File: src/core/event_router_pkg.sv
// Shared constants and types for the fixed event router
package event_router_pkg;
  localparam int NUM_CMP      = 8;
  localparam int NUM_PWM      = 36;
  localparam int NUM_PA_GRP   = 3;
  localparam int NUM_PB_GRP   = 2;
  localparam int NUM_AST_EV   = 3;
  localparam int PWM_IDX_W    = 6;
  localparam int CMP_CFG_W    = 2;
  localparam int ADC_TRG_W    = 3;
  // Comparator to pulse-width channel map
  localparam logic [PWM_IDX_W-1:0] CMP_TO_PWM [NUM_CMP] = '{
    6'h00, 6'h06, 6'h08, 6'h09, 6'h0B, 6'h0E, 6'h13, 6'h14};
  localparam logic [CMP_CFG_W-1:0] CMP_CFG_EVENT_SINGLE = 2'h3;
  localparam logic [ADC_TRG_W-1:0] ADC_TRG_PERIPH_EVENT = 3'h7;
  localparam logic                 EN_RESET             = 1'h0;
  localparam logic                 PULSE_RESET          = 1'h0;
  typedef logic [NUM_CMP-1:0] cmp_vec_t;
endpackage

File: src/core/event_gate_if.sv
// Bundle carrying gated generator events between router modules
`timescale 1ns/1ps
interface event_gate_if;
  import event_router_pkg::*;
  cmp_vec_t               cmp_up;
  cmp_vec_t               cmp_dn;
  logic [NUM_PA_GRP-1:0]  pa_chg;
  logic [NUM_PB_GRP-1:0]  pb_chg;
  logic [NUM_AST_EV-1:0]  ast_ev;
  logic                   pwm0_match;
  modport src (output cmp_up, cmp_dn, pa_chg, pb_chg, ast_ev, pwm0_match);
  modport dst (input  cmp_up, cmp_dn, pa_chg, pb_chg, ast_ev, pwm0_match);
endinterface

File: src/core/event_gen_gate.sv
// Generator-side enable gating of raw events
`timescale 1ns/1ps
module event_gen_gate
  import event_router_pkg::*;
(
  // Raw events
  input  wire cmp_vec_t              raw_cmp_up,
  input  wire cmp_vec_t              raw_cmp_dn,
  input  wire logic [NUM_PA_GRP-1:0] raw_pa_chg,
  input  wire logic [NUM_PB_GRP-1:0] raw_pb_chg,
  input  wire logic [NUM_AST_EV-1:0] raw_ast_ev,
  input  wire logic                  raw_pwm0_match,
  // Generator enables
  input  wire cmp_vec_t              en_cmp_up,
  input  wire cmp_vec_t              en_cmp_dn,
  input  wire logic [NUM_PA_GRP-1:0] en_pa_chg,
  input  wire logic [NUM_PB_GRP-1:0] en_pb_chg,
  input  wire logic [NUM_AST_EV-1:0] en_ast_ev,
  input  wire logic                  en_pwm0_match,
  // Gated events
  event_gate_if.src                  gated
);
  always_comb begin
    gated.cmp_up     = raw_cmp_up & en_cmp_up;
    gated.cmp_dn     = raw_cmp_dn & en_cmp_dn;
    gated.pa_chg     = raw_pa_chg & en_pa_chg;
    gated.pb_chg     = raw_pb_chg & en_pb_chg;
    gated.ast_ev     = raw_ast_ev & en_ast_ev;
    gated.pwm0_match = raw_pwm0_match & en_pwm0_match;
  end
endmodule

File: src/core/fixed_event_router.sv
// Hard-wired peripheral event network with generator and user gating
`timescale 1ns/1ps
// Functional notes
// - Routing is fixed wiring; no selection register exists.
// - Each path gated by a generator enable and a user enable.
// - Comparator positive-above event increments mapped pulse-width channel duty.
// - Comparator negative-above event decrements same mapped channel; synchronous.
// - Every comparator negative-above event also goes to touch module.
// - Port A pin groups trigger capture on first timer channels 0..2.
// - Port B pin groups trigger capture on second timer channels 0,1.
// - Timer events start comparator measurement when config and enable allow.
// - Timer events start ADC conversion when trigger mode is peripheral event.
// - Timer events each trigger one touch detection iteration.
// - Pulse-width channel 0 match starts comparator and ADC, same conditions.
// - One generator event fans out to all connected users.
// - Only the three timer events are ORed together; channel 0 match and comparator events keep separate outputs.
// - Only users with their input enabled react.
// - Asynchronous timer events pass combinationally, needing no running clock.
module fixed_event_router
  import event_router_pkg::*;
(
  // Clock and reset
  input  wire logic                       sys_clk,
  input  wire logic                       rst_n,
  // Raw generator events
  input  wire event_router_pkg::cmp_vec_t cmp_pos_above,
  input  wire event_router_pkg::cmp_vec_t cmp_neg_above,
  input  wire logic [event_router_pkg::NUM_PA_GRP-1:0] pa_pin_change,
  input  wire logic [event_router_pkg::NUM_PB_GRP-1:0] pb_pin_change,
  input  wire logic [event_router_pkg::NUM_AST_EV-1:0] ast_event,
  input  wire logic                       pwm0_duty_match,
  // Enable write strobe and values
  input  wire logic                       en_load,
  input  wire event_router_pkg::cmp_vec_t gen_en_cmp_up,
  input  wire event_router_pkg::cmp_vec_t gen_en_cmp_dn,
  input  wire logic [event_router_pkg::NUM_PA_GRP-1:0] gen_en_pa,
  input  wire logic [event_router_pkg::NUM_PB_GRP-1:0] gen_en_pb,
  input  wire logic [event_router_pkg::NUM_AST_EV-1:0] gen_en_ast,
  input  wire logic                       gen_en_pwm0,
  input  wire logic [event_router_pkg::NUM_PWM-1:0]    usr_en_pwm,
  input  wire logic [event_router_pkg::NUM_PA_GRP-1:0] usr_en_tc0,
  input  wire logic [event_router_pkg::NUM_PB_GRP-1:0] usr_en_tc1,
  input  wire logic                       usr_en_cat,
  input  wire logic                       comparator_event_enable,
  input  wire logic [event_router_pkg::CMP_CFG_W-1:0]  comparator_channel_config,
  input  wire logic [event_router_pkg::ADC_TRG_W-1:0]  adc_trigger_mode_field,
  // User-side events
  output logic [event_router_pkg::NUM_PWM-1:0]    pwm_duty_inc,
  output logic [event_router_pkg::NUM_PWM-1:0]    pwm_duty_dec,
  output logic [event_router_pkg::NUM_PA_GRP-1:0] tc0_capture,
  output logic [event_router_pkg::NUM_PB_GRP-1:0] tc1_capture,
  output event_router_pkg::cmp_vec_t              cat_matrix_event,
  output logic                                    cmp_start_sync,
  output logic                                    adc_start_sync,
  output logic                                    cmp_start_async,
  output logic                                    adc_start_async,
  output logic                                    cat_iterate_async
);
  import event_router_pkg::*;

  // Enable registers
  cmp_vec_t              en_cmp_up, en_cmp_dn, next_en_cmp_up, next_en_cmp_dn;
  logic [NUM_PA_GRP-1:0] en_pa, next_en_pa, en_tc0, next_en_tc0;
  logic [NUM_PB_GRP-1:0] en_pb, next_en_pb, en_tc1, next_en_tc1;
  logic [NUM_AST_EV-1:0] en_ast, next_en_ast;
  logic [NUM_PWM-1:0]    en_pwm, next_en_pwm;
  logic                  en_pwm0, next_en_pwm0, en_cat, next_en_cat;
  logic                  cmp_evt_en, next_cmp_evt_en;
  logic [CMP_CFG_W-1:0]  cmp_cfg, next_cmp_cfg;
  logic [ADC_TRG_W-1:0]  adc_trg, next_adc_trg;

  always_comb begin
    next_en_cmp_up  = en_cmp_up;
    next_en_cmp_dn  = en_cmp_dn;
    next_en_pa      = en_pa;
    next_en_pb      = en_pb;
    next_en_ast     = en_ast;
    next_en_pwm0    = en_pwm0;
    next_en_pwm     = en_pwm;
    next_en_tc0     = en_tc0;
    next_en_tc1     = en_tc1;
    next_en_cat     = en_cat;
    next_cmp_evt_en = cmp_evt_en;
    next_cmp_cfg    = cmp_cfg;
    next_adc_trg    = adc_trg;
    if (en_load) begin
      next_en_cmp_up  = gen_en_cmp_up;
      next_en_cmp_dn  = gen_en_cmp_dn;
      next_en_pa      = gen_en_pa;
      next_en_pb      = gen_en_pb;
      next_en_ast     = gen_en_ast;
      next_en_pwm0    = gen_en_pwm0;
      next_en_pwm     = usr_en_pwm;
      next_en_tc0     = usr_en_tc0;
      next_en_tc1     = usr_en_tc1;
      next_en_cat     = usr_en_cat;
      next_cmp_evt_en = comparator_event_enable;
      next_cmp_cfg    = comparator_channel_config;
      next_adc_trg    = adc_trigger_mode_field;
    end
  end

  always_ff @(posedge sys_clk) begin
    if (!rst_n) begin
      en_cmp_up  <= '0;
      en_cmp_dn  <= '0;
      en_pa      <= '0;
      en_pb      <= '0;
      en_ast     <= '0;
      en_pwm0    <= EN_RESET;
      en_pwm     <= '0;
      en_tc0     <= '0;
      en_tc1     <= '0;
      en_cat     <= EN_RESET;
      cmp_evt_en <= EN_RESET;
      cmp_cfg    <= '0;
      adc_trg    <= '0;
    end else begin
      en_cmp_up  <= next_en_cmp_up;
      en_cmp_dn  <= next_en_cmp_dn;
      en_pa      <= next_en_pa;
      en_pb      <= next_en_pb;
      en_ast     <= next_en_ast;
      en_pwm0    <= next_en_pwm0;
      en_pwm     <= next_en_pwm;
      en_tc0     <= next_en_tc0;
      en_tc1     <= next_en_tc1;
      en_cat     <= next_en_cat;
      cmp_evt_en <= next_cmp_evt_en;
      cmp_cfg    <= next_cmp_cfg;
      adc_trg    <= next_adc_trg;
    end
  end

  // Generator-side gating
  event_gate_if gated ();
  event_gen_gate u_gen_gate (
    .raw_cmp_up     (cmp_pos_above),
    .raw_cmp_dn     (cmp_neg_above),
    .raw_pa_chg     (pa_pin_change),
    .raw_pb_chg     (pb_pin_change),
    .raw_ast_ev     (ast_event),
    .raw_pwm0_match (pwm0_duty_match),
    .en_cmp_up      (en_cmp_up),
    .en_cmp_dn      (en_cmp_dn),
    .en_pa_chg      (en_pa),
    .en_pb_chg      (en_pb),
    .en_ast_ev      (en_ast),
    .en_pwm0_match  (en_pwm0),
    .gated          (gated)
  );

  // Fixed comparator to channel wiring, no selection register behind it
  function automatic logic [NUM_PWM-1:0] map_to_pwm(input cmp_vec_t ev);
    logic [NUM_PWM-1:0] v;
    v = '0;
    for (int i = 0; i < NUM_CMP; i++) begin
      v[CMP_TO_PWM[i]] = v[CMP_TO_PWM[i]] | ev[i];
    end
    return v;
  endfunction

  // User-side gating and combination
  logic                  cmp_mode_ok, adc_mode_ok, ast_any;
  logic [NUM_PWM-1:0]    next_inc, next_dec;
  logic [NUM_PA_GRP-1:0] next_tc0;
  logic [NUM_PB_GRP-1:0] next_tc1;
  cmp_vec_t              next_cat;
  logic                  next_cmp_sync, next_adc_sync;

  always_comb begin
    cmp_mode_ok   = cmp_evt_en && (cmp_cfg == CMP_CFG_EVENT_SINGLE);
    adc_mode_ok   = (adc_trg == ADC_TRG_PERIPH_EVENT);
    ast_any       = |gated.ast_ev;
    next_inc      = map_to_pwm(gated.cmp_up) & en_pwm;
    next_dec      = map_to_pwm(gated.cmp_dn) & en_pwm;
    next_tc0      = gated.pa_chg & en_tc0;
    next_tc1      = gated.pb_chg & en_tc1;
    next_cat      = gated.cmp_dn & {NUM_CMP{en_cat}};
    next_cmp_sync = gated.pwm0_match & cmp_mode_ok;
    next_adc_sync = gated.pwm0_match & adc_mode_ok;
  end

  // Synchronous events registered: one fixed cycle of latency
  always_ff @(posedge sys_clk) begin
    if (!rst_n) begin
      pwm_duty_inc     <= '0;
      pwm_duty_dec     <= '0;
      tc0_capture      <= '0;
      tc1_capture      <= '0;
      cat_matrix_event <= '0;
      cmp_start_sync   <= PULSE_RESET;
      adc_start_sync   <= PULSE_RESET;
    end else begin
      pwm_duty_inc     <= next_inc;
      pwm_duty_dec     <= next_dec;
      tc0_capture      <= next_tc0;
      tc1_capture      <= next_tc1;
      cat_matrix_event <= next_cat;
      cmp_start_sync   <= next_cmp_sync;
      adc_start_sync   <= next_adc_sync;
    end
  end

  // Asynchronous timer events: pure gating so they pass with the clock stopped
  always_comb begin
    cmp_start_async   = ast_any & cmp_mode_ok;
    adc_start_async   = ast_any & adc_mode_ok;
    cat_iterate_async = ast_any & en_cat;
  end

  // Assertions
  AST_INC_MAP: assert property (@(posedge sys_clk) disable iff (!rst_n)
    (cmp_pos_above[1] && en_cmp_up[1] && en_pwm[6]) |=> pwm_duty_inc[6])
    else $error("comparator 1 increment not routed to channel 6");
  AST_DEC_MAP: assert property (@(posedge sys_clk) disable iff (!rst_n)
    (cmp_neg_above[7] && en_cmp_dn[7] && en_pwm[20]) |=> pwm_duty_dec[20])
    else $error("comparator 7 decrement not routed to channel 20");
  AST_USER_GATE: assert property (@(posedge sys_clk) disable iff (!rst_n)
    !en_pwm[6] |=> !pwm_duty_inc[6])
    else $error("disabled user received event");
  AST_CAT_ROUTE: assert property (@(posedge sys_clk) disable iff (!rst_n)
    (cmp_neg_above[2] && en_cmp_dn[2] && en_cat) |=> cat_matrix_event[2])
    else $error("touch module missed comparator event");
  AST_TC0_CAP: assert property (@(posedge sys_clk) disable iff (!rst_n)
    (pa_pin_change[1] && en_pa[1] && en_tc0[1]) |=> tc0_capture[1])
    else $error("port A change not captured");
  AST_TC1_CAP: assert property (@(posedge sys_clk) disable iff (!rst_n)
    tc1_capture[0] |-> $past(pb_pin_change[0] && en_pb[0] && en_tc1[0]))
    else $error("spurious second timer capture");
  AST_AST_CMP: assert property (@(posedge sys_clk) disable iff (!rst_n)
    cmp_start_async |-> (cmp_cfg == 2'h3 && cmp_evt_en && |ast_event))
    else $error("comparator start without its conditions");
  AST_PWM0_ADC: assert property (@(posedge sys_clk) disable iff (!rst_n)
    (pwm0_duty_match && en_pwm0 && adc_trg == 3'h7) |=> adc_start_sync)
    else $error("channel 0 match did not start conversion");
  AST_CAT_ITER: assert property (@(posedge sys_clk) disable iff (!rst_n)
    (ast_event[2] && en_ast[2] && en_cat) |-> cat_iterate_async)
    else $error("alarm event missed touch iteration");
  AST_RESET_EN: assert property (@(posedge sys_clk)
    !rst_n |=> (en_pwm == '0 && !en_cat && en_ast == '0))
    else $error("enables not cleared by reset");
endmodule

File: config.mk
export PLATFORM = sky130hd
export DESIGN_NAME = fixed_event_router
export DESIGN_NICKNAME = d
export VERILOG_FILES = /design/src/core/event_router_pkg.sv /design/src/core/event_gate_if.sv /design/src/core/event_gen_gate.sv /design/src/core/fixed_event_router.sv
export SDC_FILE = /design/constraint.sdc
export NUM_CORES = 1
export LEC_CHECK = 0
export BUFFER_PORTS_ARGS = -buffer_cell sky130_fd_sc_hd__buf_2
export CORE_MARGIN = 2
export CORE_UTILIZATION = 46
export CTS_CLUSTER_DIAMETER = 40
export DETAILED_ROUTE_END_ITERATION = 8
export GPL_TIMING_DRIVEN = 0
export HOLD_SLACK_MARGIN = 0.08
export PLACE_DENSITY = 0.85
export SETUP_SLACK_MARGIN = 0.02
export SLEW_MARGIN = 25
export SYNTH_ARGS = -nofsm -noshare
export SYNTH_HDL_FRONTEND = slang
export SYNTH_SLANG_ARGS = --single-unit
File: constraint.sdc
create_clock -name sys_clk -period 1.94 [get_ports sys_clk]
set_input_delay 0.097 -clock sys_clk [delete_from_list [all_inputs] [get_ports sys_clk]]
set_output_delay 0.097 -clock sys_clk [all_outputs]
set_load 0.02 [all_outputs]
# Word level (Yosys, flattened, before mapping)
# Cells that the tools add are included.
[totals]
ff_bits = 160
inputBits = 101
wordCells = 40
[classes]
eq_ne = 2
n_bitwise = 16
n_reduce_logical = 2
[ops]
columns = ["op", "count"]
rows = [
  ["AND 21 x 36 -> 36 bit", 2],
  ["AND 8 bit", 3],
  ["AND 3 bit", 3],
  ["AND 1 bit", 6],
  ["AND 2 bit", 2],
  ["== test 3 bit, second input constant", 1],
  ["OR reduction 3 bit", 1],
  ["== test 2 bit, second input constant", 1],
  ["logical AND 1 bit", 1],
]

# Logic depth before layout (Yosys ltp)
[logic_depth]
word_depth = 3
depth_mapped = 4

# Hierarchy
# From an unflattened synthesis, not the netlist that was laid out.
[hier_totals]
hier_cells = 299
area_unflattened_um2 = 3183.1
[by_module_without_submodules]
columns = ["mod", "n_inst", "cells_per_inst", "area_each_um2", "seq_area_each_um2"]
rows = [
  ["fixed_event_router", 1, 274, 3026.7, 1521.5],
  ["event_gen_gate", 1, 25, 156.4, 0.0],
]

# Worst setup path after synthesis
# No wires, ideal clock.
[synth_timing]
path_kind = "reg-to-output"
startpoint = "register en_ast[0]"
endpoint = "output port adc_start_async"
t_arrival_ns = 0.879
required_time_ns = 1.843
path_slack_ns = 0.964
stages_incl_launch_ff = 3
n_path_buf = 0
cell_sequence = "dfxtp_1 -> a222oi_1 -> nor2_1"
[synth_between]
elab_chain_len = 3
[synth_rtl]
columns = ["element", "line", "text"]
rows = [
  ["start: declaration", "fixed_event_router.sv:65", "logic [NUM_AST_EV-1:0] en_ast, next_en_ast;"],
  ["start signal: assignment", "fixed_event_router.sv:123", "en_ast <= next_en_ast;"],
  ["AND 3 bit", "event_gen_gate.sv:28", "gated.ast_ev = raw_ast_ev & en_ast_ev;"],
  ["OR reduction 3 bit", "fixed_event_router.sv:174", "ast_any = |gated.ast_ev;"],
  ["AND 1 bit", "fixed_event_router.sv:208", "adc_start_async = ast_any & adc_mode_ok;"],
  ["end: declaration", "fixed_event_router.sv:56", "output logic adc_start_async,"],
]
# Every way passes these cells.

# Worst setup path after layout
[layout_timing]
startpoint = "register en_ast[0]"
endpoint = "output port cat_iterate_async"
[layout_between]
elab_chain_len = 3
[layout_rtl]
columns = ["element", "line", "text"]
rows = [
  ["AND 3 bit", "event_gen_gate.sv:28", ""],
  ["OR reduction 3 bit", "fixed_event_router.sv:174", ""],
  ["AND 1 bit", "fixed_event_router.sv:209", "cat_iterate_async = ast_any & en_cat;"],
  ["end: declaration", "fixed_event_router.sv:57", "output logic cat_iterate_async"],
]
# Every way passes these cells.

==> impl_metrics.yaml <==
outcome:
  run_status: "finished clean"
drt:
  ant_nets: 0
  firstDrtPassIters: 4
  vias: 2677
  viasPerCell: 4.35
  drt_wl_total_mm: 9.07
  drc: 0
  wire_per_inst_um: 14.7
  dr.first_iter.drc_count: 79
synth:
  synth_top_family_by_area: "simple AND/OR/NAND/NOR gates"
  synth_cell_type_count: 15
  synth-seq-cells: 76
  synth_cells: 297
  synth_fa_ha_area_share_pct: 0
  syn_area_per_cell_um2: 10.3
  synthesis.area_um2: 3070
  synth-xor-area-share_pct: 0
  yosysSeqAreaShare_pct: 49.6
  synth_compound_area_share_pct: 0.326
  yosys.area_share.simple_pct: 17.8
  yosys_warnings: 0
  synth_mux_area_share_pct: 14.7
timing:
  worst_pin_slew_ns: 0.760
  fmax_mhz: 570
  rsz0062_at_grt: "false"
  finClkSkew_ns: 0.0111
  drv_slew: 0
  relSlewSlack_pct: 49.4
  hold_violations: 0
  setup_viol: 0
  period_share_pct: 90.4
  setup_tns_ns: 0
  period_minus_slack_ns: 1.75
global_routing:
  antenna_found_initial: 0
  grt.total_usage_pct: 24.9
  grt_max_degree: 15
  grt_first_pass_wirelength_mm: 13.9
  grt.overflow.total: 0
  grt_pass1_vias: 2878
floorplanning:
  fp.dieH_um: 85.7
  die-area_um2: 7340
  num_io_pins: 191
  start_util_pct: 48.1
  rows: 29
  core_um2: 6390
  fp.dieW_um: 85.7
cells_and_area:
  final_cell_mix: "106 x buf_2, 76 x dfxtp_1, 67 x dlygate4sd3_1"
  fin_util_pct: 75.0
  n_antenna_cell: 0
  mostFrequentLayoutCell: "buf_2"
  drive_above_1_share_pct: 34.0
  stdcell_count: 616
  n_fill_cell: 420
  multi_input_area_um2: 1220
  fin_nets: 635
  syn_to_final_growth_pct: 55.9
  register_area_um2: 1520
cts:
  numCtsBuffers: 9
  tritoncts: "done"
  clk_latency_ns: 0.33
  htreeDepth: 3
  cts_setup_buffers: 0
  cts.sinks: 76
  ctsLongestPathBuffers: 2
  clk_pin_slew_worst_paths_ns: 0.09
  root_buffer: "clkbuf_8"
  post_cts_resized: 0
worst_setup_path:
  crit_chain: "a222oi_1 > nor2b_1 > buf_2"
  worstSetupPathType: "reg2out"
  path_max_fanout: 3
  cp_slowest_stage_delay_ns: 0.69
  cp.required_ns: 1.84
  crit_start: "en_ast[0]$_SDFFE_PN0P_"
  cp-end-kind: "output pin"
  cp-start-kind: "flip-flop"
  timing.rr.start: "en_cat$_SDFFE_PN0P_"
  slowest_stage: "a222oi_1"
  crit_arrival_ns: 1.66
power:
  finalPower_mw: 3.56
  power.density_nw_per_um2: 743
  peakVddDrop_v: 0.000620
  p_leak_nw: 2.43
hold_path:
  hold_path_startpoint: "rst_n"
  holdCritPathClass: "in2reg"
place:
  post-place-cells: 533
  numPortBuffers: 104
  place.gp.congestion: 0.841
  hpwl_mm: 4.96
run:
  drv_cap: 0
cells in the mapped netlist:
| library cell | count | share of area [%] |
|---|---|---|
| nand3_1 | 3 | 0.49 |
| clkbuf_1 | 4 | 0.49 |
| conb_1 | 1 | 0.12 |
| mux2i_1 | 45 | 15 |
| nand2_1 | 24 | 2.9 |
| nor2b_1 | 46 | 9.4 |
| buf_4 | 56 | 14 |
| buf_6 | 1 | 0.37 |
| and4_1 | 5 | 1.4 |
| buf_12 | 4 | 2.6 |
| nand2_2 | 1 | 0.20 |
| dfxtp_1 | 76 | 50 |
| buf_2 | 2 | 0.33 |
| nor2_1 | 28 | 3.4 |
| a222oi_1 | 1 | 0.33 |
power breakdown:
group	internal [mW]	total (mW)	switching, mW	leakage (nW)
registers	1.62	1.65	0.0331	0.622
logic	0.312	0.584	0.272	1.70
clock network	0.739	1.32	0.581	0.111
total	2.67	3.56	0.886	2.43
critical path, delay by kind of cell (launching register included):
kind	cells	cell delay, ns
compound gates	1	0.69
buf+inv	1	0.20
flops	1	0.32
simple gates	1	0.13
final timing paths:
check                                                 endpoint  slack, ns  depth (start not counted)
worst max-delay path                         cat_iterate_async       0.19                          3
worst min-delay path                pwm_duty_dec[0]$_SDFF_PN0_       0.12                          3
worst max register to register  cat_matrix_event[1]$_SDFF_PN0_       1.13                          2
worst min register to register      pwm_duty_inc[0]$_SDFF_PN0_       0.43                          2
stage by stage:
stage | hold WS (ns) | setup WS, ns | cell area [um^2]
after floorplan | 0.218 | 0.964 | 3280
after global placement | 0.319 | 0.622 | 3890
after detailed placement | 0.320 | 0.639 | 3890
after CTS | 0.0994 | 0.264 | 4790
after global routing | 0.117 | 0.182 | 4790
final | 0.124 | 0.185 | 4790
flip-flops by register name, summed over array words and instances, names as in the netlist, 3 cells and up:
signal	count
cat_matrix_event	8
en_cmp_dn	8
en_cmp_up	8
en_pwm	8
pwm_duty_dec	8
pwm_duty_inc	8
adc_trg	3
en_ast	3
en_pa	3
en_tc0	3
tc0_capture	3
timing repair:
| item | in CTS | in global routing |
|---|---|---|
| endpoints found under the hold margin | 76 | 0 |
| hold buffers | 67 | 0 |
| endpoints found under the setup margin | 0 | 0 |
final cells by class:
class | instances | area share, %
buffer | 67 | 11.2
clock buffer | 10 | 2.67
clock inverter | 6 | 1.99
multi-input combinational | 209 | 25.5
sequential | 76 | 31.8
tap | 77 | 2.01
timing repair buffer | 171 | 24.9
layer usage:
metal | vias to the layer above | wire, um | part of all wire (%) | global-route usage (%)
li1 | 1316 | - | - | -
met1 | 1218 | 3320 | 37 | 25.4
met2 | 123 | 4910 | 54 | 47.2
met3 | 20 | 585 | 6.4 | 5.58
met4 | 0 | 261 | 2.9 | 12.3
met5 | - | 0 | 0 | 0
cell families after synthesis:
kind of cell    count (synthesis)
compound gates                  1
buf+inv                        67
flops                          76
mux                            45
other cells                     1
simple gates                  107
No activity file was read; power rests on OpenSTA's default activity.
